==> src/inc/ccp_pkg.sv <==
// Purpose: shared constants of the capture/compare unit
// Assumes: 8-bit registers in lane 0 of a 32-bit Avalon-MM slave
// Notes  : channels 3..10 sit at index 0..7
// Function
// - config bit at 1 routes channels 6..9 to primary pins, 0 to alternate
// - capture copies the whole 16-bit selected timer into the value bytes
// - mode field picks falling, rising, every 4th or every 16th rising edge
// - each capture sets the channel flag; only software clears it
// - a new capture overwrites an unread result, no overflow flag
// - port write on an output pin in capture mode is a capture condition
// - each channel uses the timer picked by its timer-select bits
// - prescaler clears when channel is off, not capturing, or reset
// - switching prescale settings directly keeps the prescaler count
// - compare mode detects equality of value and selected timer
// - a match drives high, low, toggles or leaves the pin, and sets flag
// - writing zero to channel control forces the compare latch low
// - mode 1010 leaves the pin alone and only raises the flag
// - mode 1011 emits a trigger that resets the assigned timer
// - channel four trigger starts no conversion
// - flags, enables and priorities share bit positions per channel
// - each value is two readable, writable bytes, low and high
package ccp_pkg;
  localparam int         NCH            = 8;
  // ----------------------------------------------------------------
  // register byte offsets
  // ----------------------------------------------------------------
  localparam logic [7:0] OFS_FLAGS      = 8'h00;
  localparam logic [7:0] OFS_ENABLES    = 8'h04;
  localparam logic [7:0] OFS_PRIOS      = 8'h08;
  localparam logic [7:0] OFS_TSEL_ONE   = 8'h0C;
  localparam logic [7:0] OFS_TSEL_TWO   = 8'h10;
  localparam logic [7:0] OFS_CONFIG     = 8'h14;
  localparam logic [7:0] OFS_CH_BASE    = 8'h20;
  localparam logic [7:0] OFS_CH_END     = 8'hA0;
  localparam logic [3:0] CH_BASE_IDX    = 4'h2;
  localparam logic [1:0] SUB_CTRL       = 2'h0;
  localparam logic [1:0] SUB_LOW        = 2'h1;
  localparam logic [1:0] SUB_HIGH       = 2'h2;
  // ----------------------------------------------------------------
  // fields and reset values
  // ----------------------------------------------------------------
  localparam int         PGS_BIT        = 1;
  localparam logic [7:0] RST_CONFIG     = 8'h02;
  localparam logic [7:0] RST_BYTE       = 8'h00;
  localparam logic [3:0] PRESC_MASK_4   = 4'h3;
  localparam logic [3:0] PRESC_MASK_16  = 4'hF;
  // ----------------------------------------------------------------
  // mode field encodings
  // ----------------------------------------------------------------
  localparam logic [3:0] MODE_OFF       = 4'h0;
  localparam logic [3:0] MODE_CMP_TOG   = 4'h2;
  localparam logic [3:0] MODE_CAP_FALL  = 4'h4;
  localparam logic [3:0] MODE_CAP_RISE  = 4'h5;
  localparam logic [3:0] MODE_CAP_4TH   = 4'h6;
  localparam logic [3:0] MODE_CAP_16TH  = 4'h7;
  localparam logic [3:0] MODE_CMP_HIGH  = 4'h8;
  localparam logic [3:0] MODE_CMP_LOW   = 4'h9;
  localparam logic [3:0] MODE_CMP_SWINT = 4'hA;
  localparam logic [3:0] MODE_CMP_SPEC  = 4'hB;
endpackage
==> src/inc/ccp_chan_if.sv <==
// Purpose: link between the register side and one channel unit
// Assumes: one instance per channel
// Notes  : unit drives status, host drives controls
`timescale 1ns/1ps
`default_nettype none
interface ccp_chan_if;
  logic [7:0]  wdata;
  logic        wr_ctrl;
  logic        wr_low;
  logic        wr_high;
  logic [15:0] timer;
  logic        pin_in;
  logic        port_wr;
  logic        dir_out;
  logic [3:0]  mode;
  logic [15:0] value;
  logic        event_hit;
  logic        special_trig;
  logic        out_latch;
  modport unit (input wdata, wr_ctrl, wr_low, wr_high, timer, pin_in, port_wr, dir_out,
                output mode, value, event_hit, special_trig, out_latch);
  modport host (output wdata, wr_ctrl, wr_low, wr_high, timer, pin_in, port_wr, dir_out,
                input mode, value, event_hit, special_trig, out_latch);
endinterface
`default_nettype wire

==> src/core/ccp_capture_compare_unit.sv <==
// Purpose: eight capture/compare channels behind an Avalon-MM slave
// Assumes: timers and pins synchronous to CLK_I
// Notes  : waitrequest drops one cycle after a request is seen
`timescale 1ns/1ps
`default_nettype none
module ccp_capture_compare_unit
  import ccp_pkg::*;
(
  // clock and reset
  input  wire logic        CLK_I,
  input  wire logic        RST_B_I,
  // avalon-mm slave
  input  wire logic [7:0]  AVS_ADDRESS_I,
  input  wire logic        AVS_READ_I,
  input  wire logic        AVS_WRITE_I,
  input  wire logic [3:0]  AVS_BYTEENABLE_I,
  input  wire logic [31:0] AVS_WRITEDATA_I,
  output logic      [31:0] AVS_READDATA_O,
  output logic             AVS_WAITREQUEST_O,
  // timer pairs 1, 3, 5, 7
  input  wire logic [15:0] TMR1_I,
  input  wire logic [15:0] TMR3_I,
  input  wire logic [15:0] TMR5_I,
  input  wire logic [15:0] TMR7_I,
  output logic      [3:0]  TMR_RESET_O,
  // channel pins
  input  wire logic [7:0]  PIN_I,
  input  wire logic [3:0]  ALT_PIN_I,
  input  wire logic [7:0]  PORT_WR_I,
  input  wire logic [7:0]  PIN_DIR_OUT_I,
  output logic      [7:0]  PIN_O,
  output logic      [7:0]  PIN_DRIVE_O,
  output logic      [3:0]  ALT_PIN_O,
  output logic      [3:0]  ALT_DRIVE_O,
  // interrupt requests
  output logic      [7:0]  IRQ_REQ_O,
  output logic             IRQ_HIGH_O,
  output logic             IRQ_LOW_O
);
  typedef struct packed {
    logic [7:0]  flags;
    logic [7:0]  enables;
    logic [7:0]  prios;
    logic [7:0]  tsel_one;
    logic [7:0]  tsel_two;
    logic [7:0]  config_r;
    logic        wait_req;
    logic [31:0] rdata;
    logic [3:0]  tmr_rst;
    logic [7:0]  pin_o;
    logic [7:0]  pin_drv;
    logic [3:0]  alt_o;
    logic [3:0]  alt_drv;
    logic [7:0]  irq;
    logic        irq_hi;
    logic        irq_lo;
  } top_state_t;

  top_state_t  st_reg;
  top_state_t  st_next;

  // ----------------------------------------------------------------
  // address decode
  // ----------------------------------------------------------------
  logic [7:0]  aw;
  logic        ch_hit;
  logic [2:0]  ch_idx;
  logic [1:0]  sub;
  logic        wr_fire;
  logic        rd_take;
  logic        ch_wr;
  logic [7:0]  wd8;
  logic [7:0]  rd8;
  logic [15:0] tsel_all;

  assign aw       = {AVS_ADDRESS_I[7:2], 2'b00};
  assign ch_hit   = (aw >= OFS_CH_BASE) && (aw < OFS_CH_END);
  assign ch_idx   = 3'(aw[7:4] - CH_BASE_IDX);
  assign sub      = aw[3:2];
  assign wr_fire  = AVS_WRITE_I && !st_reg.wait_req && AVS_BYTEENABLE_I[0];
  assign rd_take  = AVS_READ_I && st_reg.wait_req;
  assign ch_wr    = wr_fire && ch_hit;
  assign wd8      = AVS_WRITEDATA_I[7:0];
  assign tsel_all = {st_reg.tsel_two, st_reg.tsel_one};

  // ----------------------------------------------------------------
  // per-channel wiring
  // ----------------------------------------------------------------
  logic [15:0] tmr_arr [4];
  logic [3:0]  mode_a  [NCH];
  logic [15:0] value_a [NCH];
  logic [1:0]  tsel_a  [NCH];
  logic [7:0]  hit_v;
  logic [7:0]  trig_v;
  logic [7:0]  pin_o_v;
  logic [7:0]  pin_drv_v;
  logic [3:0]  alt_o_v;
  logic [3:0]  alt_drv_v;

  assign tmr_arr[0] = TMR1_I;
  assign tmr_arr[1] = TMR3_I;
  assign tmr_arr[2] = TMR5_I;
  assign tmr_arr[3] = TMR7_I;

  genvar g;
  generate
    for (g = 0; g < NCH; g++) begin : g_ch
      ccp_chan_if chi ();
      logic       owns;
      logic       pin_sel;

      assign tsel_a[g]   = tsel_all[2*g +: 2];
      assign chi.timer   = tmr_arr[tsel_a[g]];
      assign chi.wdata   = wd8;
      assign chi.wr_ctrl = ch_wr && (ch_idx == 3'(g)) && (sub == SUB_CTRL);
      assign chi.wr_low  = ch_wr && (ch_idx == 3'(g)) && (sub == SUB_LOW);
      assign chi.wr_high = ch_wr && (ch_idx == 3'(g)) && (sub == SUB_HIGH);
      assign chi.port_wr = PORT_WR_I[g];
      assign chi.dir_out = PIN_DIR_OUT_I[g];
      assign mode_a[g]   = chi.mode;
      assign value_a[g]  = chi.value;
      assign hit_v[g]    = chi.event_hit;
      assign trig_v[g]   = chi.special_trig;
      // software interrupt and trigger modes leave the port latch on the pin
      assign owns = (chi.mode == MODE_CMP_TOG) || (chi.mode == MODE_CMP_HIGH)
                    || (chi.mode == MODE_CMP_LOW);

      if (g >= 3 && g <= 6) begin : g_mux
        assign pin_sel          = st_reg.config_r[PGS_BIT];
        assign chi.pin_in       = pin_sel ? PIN_I[g] : ALT_PIN_I[g-3];
        assign pin_o_v[g]       = pin_sel && chi.out_latch;
        assign pin_drv_v[g]     = pin_sel && owns;
        assign alt_o_v[g-3]     = !pin_sel && chi.out_latch;
        assign alt_drv_v[g-3]   = !pin_sel && owns;
      end else begin : g_fix
        assign pin_sel          = 1'b1;
        assign chi.pin_in       = PIN_I[g];
        assign pin_o_v[g]       = chi.out_latch;
        assign pin_drv_v[g]     = owns;
      end

      ccp_channel_unit u_unit (
        .clk_i   (CLK_I),
        .rst_b_i (RST_B_I),
        .ch      (chi)
      );
    end
  endgenerate

  // ----------------------------------------------------------------
  // register file and outputs
  // ----------------------------------------------------------------
  always_comb begin
    st_next          = st_reg;
    rd8              = 8'h00;
    // bus handshake: one wait cycle per request
    st_next.wait_req = !((AVS_READ_I || AVS_WRITE_I) && st_reg.wait_req);
    // read mux, unmapped reads return zero
    if (ch_hit) begin
      case (sub)
        SUB_CTRL: rd8 = {4'h0, mode_a[ch_idx]};
        SUB_LOW:  rd8 = value_a[ch_idx][7:0];
        SUB_HIGH: rd8 = value_a[ch_idx][15:8];
        default:  rd8 = 8'h00;
      endcase
    end else begin
      case (aw)
        OFS_FLAGS:    rd8 = st_reg.flags;
        OFS_ENABLES:  rd8 = st_reg.enables;
        OFS_PRIOS:    rd8 = st_reg.prios;
        OFS_TSEL_ONE: rd8 = st_reg.tsel_one;
        OFS_TSEL_TWO: rd8 = st_reg.tsel_two;
        OFS_CONFIG:   rd8 = st_reg.config_r;
        default:      rd8 = 8'h00;
      endcase
    end
    if (rd_take) st_next.rdata = {24'h000000, rd8};
    if (wr_fire && aw == OFS_ENABLES) st_next.enables = wd8;
    if (wr_fire && aw == OFS_PRIOS) st_next.prios = wd8;
    if (wr_fire && aw == OFS_TSEL_ONE) st_next.tsel_one = wd8;
    if (wr_fire && aw == OFS_TSEL_TWO) st_next.tsel_two = wd8;
    if (wr_fire && aw == OFS_CONFIG) st_next.config_r = wd8;
    // sticky flags, set wins over clear
    if (wr_fire && aw == OFS_FLAGS) st_next.flags = wd8;
    st_next.flags = st_next.flags | hit_v;
    // trigger only resets the assigned timer
    st_next.tmr_rst = 4'h0;
    for (int i = 0; i < NCH; i++) begin
      if (trig_v[i]) st_next.tmr_rst[tsel_a[i]] = 1'b1;
    end
    st_next.pin_o   = pin_o_v;
    st_next.pin_drv = pin_drv_v;
    st_next.alt_o   = alt_o_v;
    st_next.alt_drv = alt_drv_v;
    // request reaches the processor only when enabled
    st_next.irq     = st_reg.flags & st_reg.enables;
    st_next.irq_hi  = |(st_reg.flags & st_reg.enables & st_reg.prios);
    st_next.irq_lo  = |(st_reg.flags & st_reg.enables & ~st_reg.prios);
  end

  always_ff @(posedge CLK_I) begin
    if (!RST_B_I) begin
      st_reg          <= '0;
      st_reg.config_r <= RST_CONFIG;
      st_reg.wait_req <= 1'b1;
    end else begin
      st_reg <= st_next;
    end
  end

  assign AVS_READDATA_O    = st_reg.rdata;
  assign AVS_WAITREQUEST_O = st_reg.wait_req;
  assign TMR_RESET_O       = st_reg.tmr_rst;
  assign PIN_O             = st_reg.pin_o;
  assign PIN_DRIVE_O       = st_reg.pin_drv;
  assign ALT_PIN_O         = st_reg.alt_o;
  assign ALT_DRIVE_O       = st_reg.alt_drv;
  assign IRQ_REQ_O         = st_reg.irq;
  assign IRQ_HIGH_O        = st_reg.irq_hi;
  assign IRQ_LOW_O         = st_reg.irq_lo;
endmodule
`default_nettype wire

==> src/core/ccp_channel_unit.sv <==
// Purpose: one capture/compare channel
// Assumes: pin and timer inputs synchronous to clk_i
// Notes  : hit and trig are one-cycle pulses
`timescale 1ns/1ps
`default_nettype none
module ccp_channel_unit
  import ccp_pkg::*;
(
  // clock and reset
  input  wire logic clk_i,
  input  wire logic rst_b_i,
  // channel link
  ccp_chan_if.unit  ch
);
  typedef struct packed {
    logic [3:0]  mode;
    logic [15:0] value;
    logic [3:0]  presc;
    logic        pin_prev;
    logic        eq_prev;
    logic        out_latch;
    logic        hit;
    logic        trig;
  } chan_state_t;

  chan_state_t st_reg;
  chan_state_t st_next;
  logic        is_cap;
  logic        is_cmp;
  logic        rise;
  logic        fall;
  logic        cap_ev;
  logic        match;

  // ----------------------------------------------------------------
  // next state
  // ----------------------------------------------------------------
  always_comb begin
    st_next          = st_reg;
    is_cap           = (st_reg.mode[3:2] == 2'b01);
    is_cmp           = (st_reg.mode[3:2] == 2'b10) || (st_reg.mode == MODE_CMP_TOG);
    rise             = ch.pin_in && !st_reg.pin_prev;
    fall             = !ch.pin_in && st_reg.pin_prev;
    st_next.pin_prev = ch.pin_in;
    st_next.hit      = 1'b0;
    st_next.trig     = 1'b0;
    case (st_reg.mode)
      MODE_CAP_FALL: cap_ev = fall;
      MODE_CAP_RISE: cap_ev = rise;
      MODE_CAP_4TH:  cap_ev = rise && ((st_reg.presc & PRESC_MASK_4) == PRESC_MASK_4);
      MODE_CAP_16TH: cap_ev = rise && (st_reg.presc == PRESC_MASK_16);
      default:       cap_ev = 1'b0;
    endcase
    if (is_cap && ch.dir_out && ch.port_wr) cap_ev = 1'b1;
    if (!is_cap) st_next.presc = 4'h0;
    else if (rise) st_next.presc = st_reg.presc + 4'h1;
    st_next.eq_prev = is_cmp && (ch.timer == st_reg.value);
    match           = st_next.eq_prev && !st_reg.eq_prev;
    if (ch.wr_low) st_next.value[7:0] = ch.wdata;
    if (ch.wr_high) st_next.value[15:8] = ch.wdata;
    if (cap_ev) begin
      st_next.value = ch.timer;
      st_next.hit   = 1'b1;
    end
    if (match) begin
      st_next.hit = 1'b1;
      case (st_reg.mode)
        MODE_CMP_TOG:  st_next.out_latch = !st_reg.out_latch;
        MODE_CMP_HIGH: st_next.out_latch = 1'b1;
        MODE_CMP_LOW:  st_next.out_latch = 1'b0;
        MODE_CMP_SPEC: st_next.trig = 1'b1;
        default:       st_next.out_latch = st_reg.out_latch;
      endcase
    end
    if (ch.wr_ctrl) begin
      st_next.mode = ch.wdata[3:0];
      if (ch.wdata == 8'h00) st_next.out_latch = 1'b0;
      if (ch.wdata[3:0] == MODE_OFF) st_next.presc = 4'h0;
    end
  end

  always_ff @(posedge clk_i) begin
    if (!rst_b_i) st_reg <= '0;
    else st_reg <= st_next;
  end

  assign ch.mode         = st_reg.mode;
  assign ch.value        = st_reg.value;
  assign ch.event_hit    = st_reg.hit;
  assign ch.special_trig = st_reg.trig;
  assign ch.out_latch    = st_reg.out_latch;
endmodule
`default_nettype wire

==> config.mk <==
export PLATFORM = sky130hd
export DESIGN_NAME = ccp_capture_compare_unit
export DESIGN_NICKNAME = d
export VERILOG_FILES = /design/src/inc/ccp_pkg.sv /design/src/inc/ccp_chan_if.sv /design/src/core/ccp_capture_compare_unit.sv /design/src/core/ccp_channel_unit.sv
export SDC_FILE = /design/constraint.sdc
export NUM_CORES = 1
export LEC_CHECK = 0
export BUFFER_PORTS_ARGS = -buffer_cell sky130_fd_sc_hd__buf_2
export CAP_MARGIN = 30
export CORE_MARGIN = 5
export CORE_UTILIZATION = 30
export CTS_CLUSTER_SIZE = 24
export DETAILED_ROUTE_END_ITERATION = 7
export PLACE_DENSITY = 0.51
export SYNTH_ARGS = -nofsm -noshare
export SYNTH_HDL_FRONTEND = slang
export SYNTH_SLANG_ARGS = --single-unit
==> constraint.sdc <==
create_clock -name CLK_I -period 4.57 [get_ports CLK_I]
set_clock_uncertainty 0.05 [all_clocks]
set_input_delay 1.1425 -clock CLK_I [delete_from_list [all_inputs] [get_ports CLK_I]]
set_output_delay 1.1425 -clock CLK_I [all_outputs]
set_load 0.02 [all_outputs]
==> run summary <==
The most critical setup path has its endpoint at g_ch[2].u_unit.ch.special_trig. CTS built an H-tree with a depth of 2. The via count of the first global-routing pass was 19162; the portion of synthesized cell area occupied by the leading cell type was 31.2%. For the number of nets in the finished design, the log shows 2557.

The type of the tightest min-delay check was flop to flop. In this run the critical register-to-register path is launched from st_reg[91]. The max-slew violation count is 0. For this design the static power due to leakage is 8.24 nW. Internal power comes to 5.21 mW. Entering global routing, the biggest net connects 66 pins. In the final layout, the multi-input gates occupy 0.0132 sq mm.

The core utilization of the finished layout was 34.6%; the sequential standard cell area was 0.00655 sq mm. Of the total power, registers draw 40.3%. The most used flip-flop cell after synthesis is dfxtp_1. The kind of capture point of the worst setup path is a flop. The capture instance of the worst register-to-register path was g_ch[2].u_unit.ch.special_trig. In this run, distinct cell masters in the synthesized netlist total 69. The total congestion overflow after global routing is 0, and the final setup violation count is 0.

Setup repair after global routing left no endpoint under its margin. The number of violations of the max-capacitance limit came out at 0. The worst setup path is launched from a flop. For the sequential area share after synthesis, the log shows 31.2%. Launching element of the worst setup path: st_reg[91]. The tools report the count of placed standard cells including taps as 3304. After detailed routing, the total wire length is 92000 microns. For this run, the top clock speed supported by timing is 283 MHz. The filler cell count is 7230, and the total power is 7.12 mW. From left edge to right edge, the die measures 274 microns. The clock tree buffer depth was 3; the DRC violation total after the first TritonRoute iteration was 2694.

After clock tree synthesis, the clock-pin slew on the worst setup and hold paths is 60 ps. The tree is rooted in a clkbuf_16. The die covers 0.0753 sq mm.

The number of remaining DRC errors came out at 0. The setup path with the least slack is of type flop to flop. The largest area contributor in the synthesized netlist was dfxtp_1. Wire segments on met3 add up to 9580 microns in the final route. The run gives 0.0241 sq mm as the area of all placed cells without fillers. Hold timing on the final database bottoms out at a slack of 378 ps.

The analysis attributes to net switching a power of 1.91 mW. The number of nets with antenna violations after routing came out at 0. The share of flip-flops with an asynchronous set or reset after synthesis was 0%; the detailed placer's ending HPWL was 67200 microns. The tools report the detailed-router iteration count before antenna repair as 7.

The cell depth of the worst min-delay path works out to 2. The synthesized design contains 0 enable-type register cells. The initial utilization of the core area, before any placement, comes to 30.1%.

The worst setup margin is 1030 ps, and the data arrival at the endpoint of the critical path is 3970 ps. In this run the standard cell core region covers 0.0697 sq mm. In the final routing, the length of wire on met1 measures 37300 microns. The share of total power dissipated in the clock network is 49.0%.

The number of hold buffers added after CTS was 0. In this run the count of I/O pins placed on the die edge is 211. The instance area after placement is 0.0226 sq mm, and the final routed wire length divided by cell count is 27.2 microns.

The register with the most flip-flops in the layout has 128 of them. The Yosys step of the flow raised 0 warnings. Relative slew slack: 25.2%.

The mapped netlist covers 0.0210 sq mm. The latest clock arrival within the worst-skew pair came out at 580 ps. Number of cell instances on the worst register-to-register path: 7.

The final number of hold-violating endpoints was 0; the largest fanout on the critical path was 17. The number of antenna violations at the first check in global routing is 6. In the layout the commonest cells are dfxtp_1 (327), nor2_1 (292), nand2_1 (214), buf_2 (157), mux2i_1 (154). In this run the power density over the cells is 295 mW/mm^2. TritonCTS created 40 clock buffers. The post-cts repair resize count came out at 0. The post-synthesis to final-layout area growth is 15.1%, and the post-synthesis sequential element count is 327.

The measured slew at the worst slew-check pin works out to 1120 ps. The run finished with clean final reports. The commonest non-fill, non-tap cell in the layout is dfxtp_1. After synthesis, the cell types taking the most area are dfxtp_1 (31%), mux4_2 (14%), mux2i_1 (7.4%), nor2_1 (5.2%), xnor2_1 (4.7%). The logs give 2334 for the number of instances in the synthesized netlist and 0.986 for the global placer's final weighted congestion. Signal routing reaches up to met5.

In this run switching power makes up 26.8% of total power. Measured along the y axis, the die boundary spans 274 microns. Dividing the detail-routed via count by the number of cells gives 5.90. The pre-CTS setup slack is 688 ps, and the post-CTS setup repair buffer count is 0. The mean instance size in the synthesized netlist works out to 8.98 sq um. The total of buffers placed on input and output ports is 157. The met2 wire length came out at 40800 microns. The global routing usage summed across all routing layers is 23.6%. Combinational logic is responsible for 10.7% of the overall power.

The total via count in the routed design is 19970, and the TritonCTS sink count is 327. The routed design could run at a clock period as short as 3540 ps. Data on the critical path is required at its endpoint by 5000 ps. The number of standard-cell rows in the floorplan was 97; the final cycle utilization of the critical path was 77.4%.

The post-route netlist has 20.9% of its cells at a drive strength greater than 1. VDD sags by at most 0.000203 V. In the final timing run, aggregate negative setup slack is 0 ps.

The number of cells in the finished layout apart from fillers was 3386; the global-route wire length before repair was 133000 microns. TritonCTS built the clock tree. The reg2reg setup slack came out at 1030 ps.
## area by class of cell
cell class | count | area share [%]
antenna | 5 | 0.0518
clock buffer | 58 | 4.97
clock inverter | 16 | 0.892
inverter | 46 | 0.736
multi-input combinational | 1738 | 54.5
sequential | 327 | 27.1
tap | 940 | 4.87
timing repair buffer | 256 | 6.82
## synthesized netlist by cell type, drive strengths merged, types with 34 or more instances
library cell and n:
dfxtp 327, nor2 294, nand2 214, mux2i 154, clkbuf 137, mux4 134, xnor2 112, buf 109
nand3 102, a21oi 90, o21ai 77, a311oi 61, a211oi 58, inv 45, nand4 34
## power by group through the flow
stage | clock, mW | sequential [mW] | combinational [mW]
after floorplan | 0 | 2.93 | 0.413
after global placement | 0 | 2.93 | 0.728
after detailed placement | 0 | 2.93 | 0.734
after CTS | 3.55 | 2.87 | 0.736
after global routing | 3.66 | 2.87 | 0.780
final | 3.49 | 2.87 | 0.759
## how the worst min path moves through the flow
| stage | endpoint | startpoint | slack [ps] |
|---|---|---|---|
| detailed placement | st_reg[114] | g_ch[3].u_unit.ch.event_hit | 370 |
| global placement | st_reg[112] | g_ch[1].u_unit.ch.event_hit | 370 |
| global route | st_reg[116] | g_ch[5].u_unit.ch.event_hit | 410 |
| finish | st_reg[116] | g_ch[5].u_unit.ch.event_hit | 380 |
| floorplan | st_reg[111] | g_ch[0].u_unit.ch.event_hit | 360 |
| CTS | st_reg[116] | g_ch[5].u_unit.ch.event_hit | 390 |
## per-layer routing
| metal | GRT usage, % | vias to the layer above |
|---|---|---|
| li1 | - | 8659 |
| met2 | 37.1 | 1258 |
| met4 | 9.24 | 2 |
| met3 | 5.24 | 249 |
| met5 | 0 | - |
| met1 | 31.7 | 9802 |
## worst max-delay path, cell delays in order (launching register included)
cell and delay (ps):
dfxtp_1 480, buf_4 410, mux4_2 590, xnor2_1 220, nand4_1 360, nor4_2 610
or3b_1 440, nor4_2 260
## logic make-up (layout without fill, tap and decap cells)
group                      after synthesis  in the layout  share of synthesized area, %
adders and majority gates                8              8                         0.477
muxes                                  316            316                          23.2
xor gates and xnor gates               143            143                          5.97
buffers and inverters                  292            376                          6.70
DFF                                    327            327                          31.2
AOI/OAI and AO/OA                      421            421                          13.9
other                                    1             29                        0.0179
and+or+nand+nor                        826            826                          18.5
Note: power is estimated with default switching activity, not from simulation.
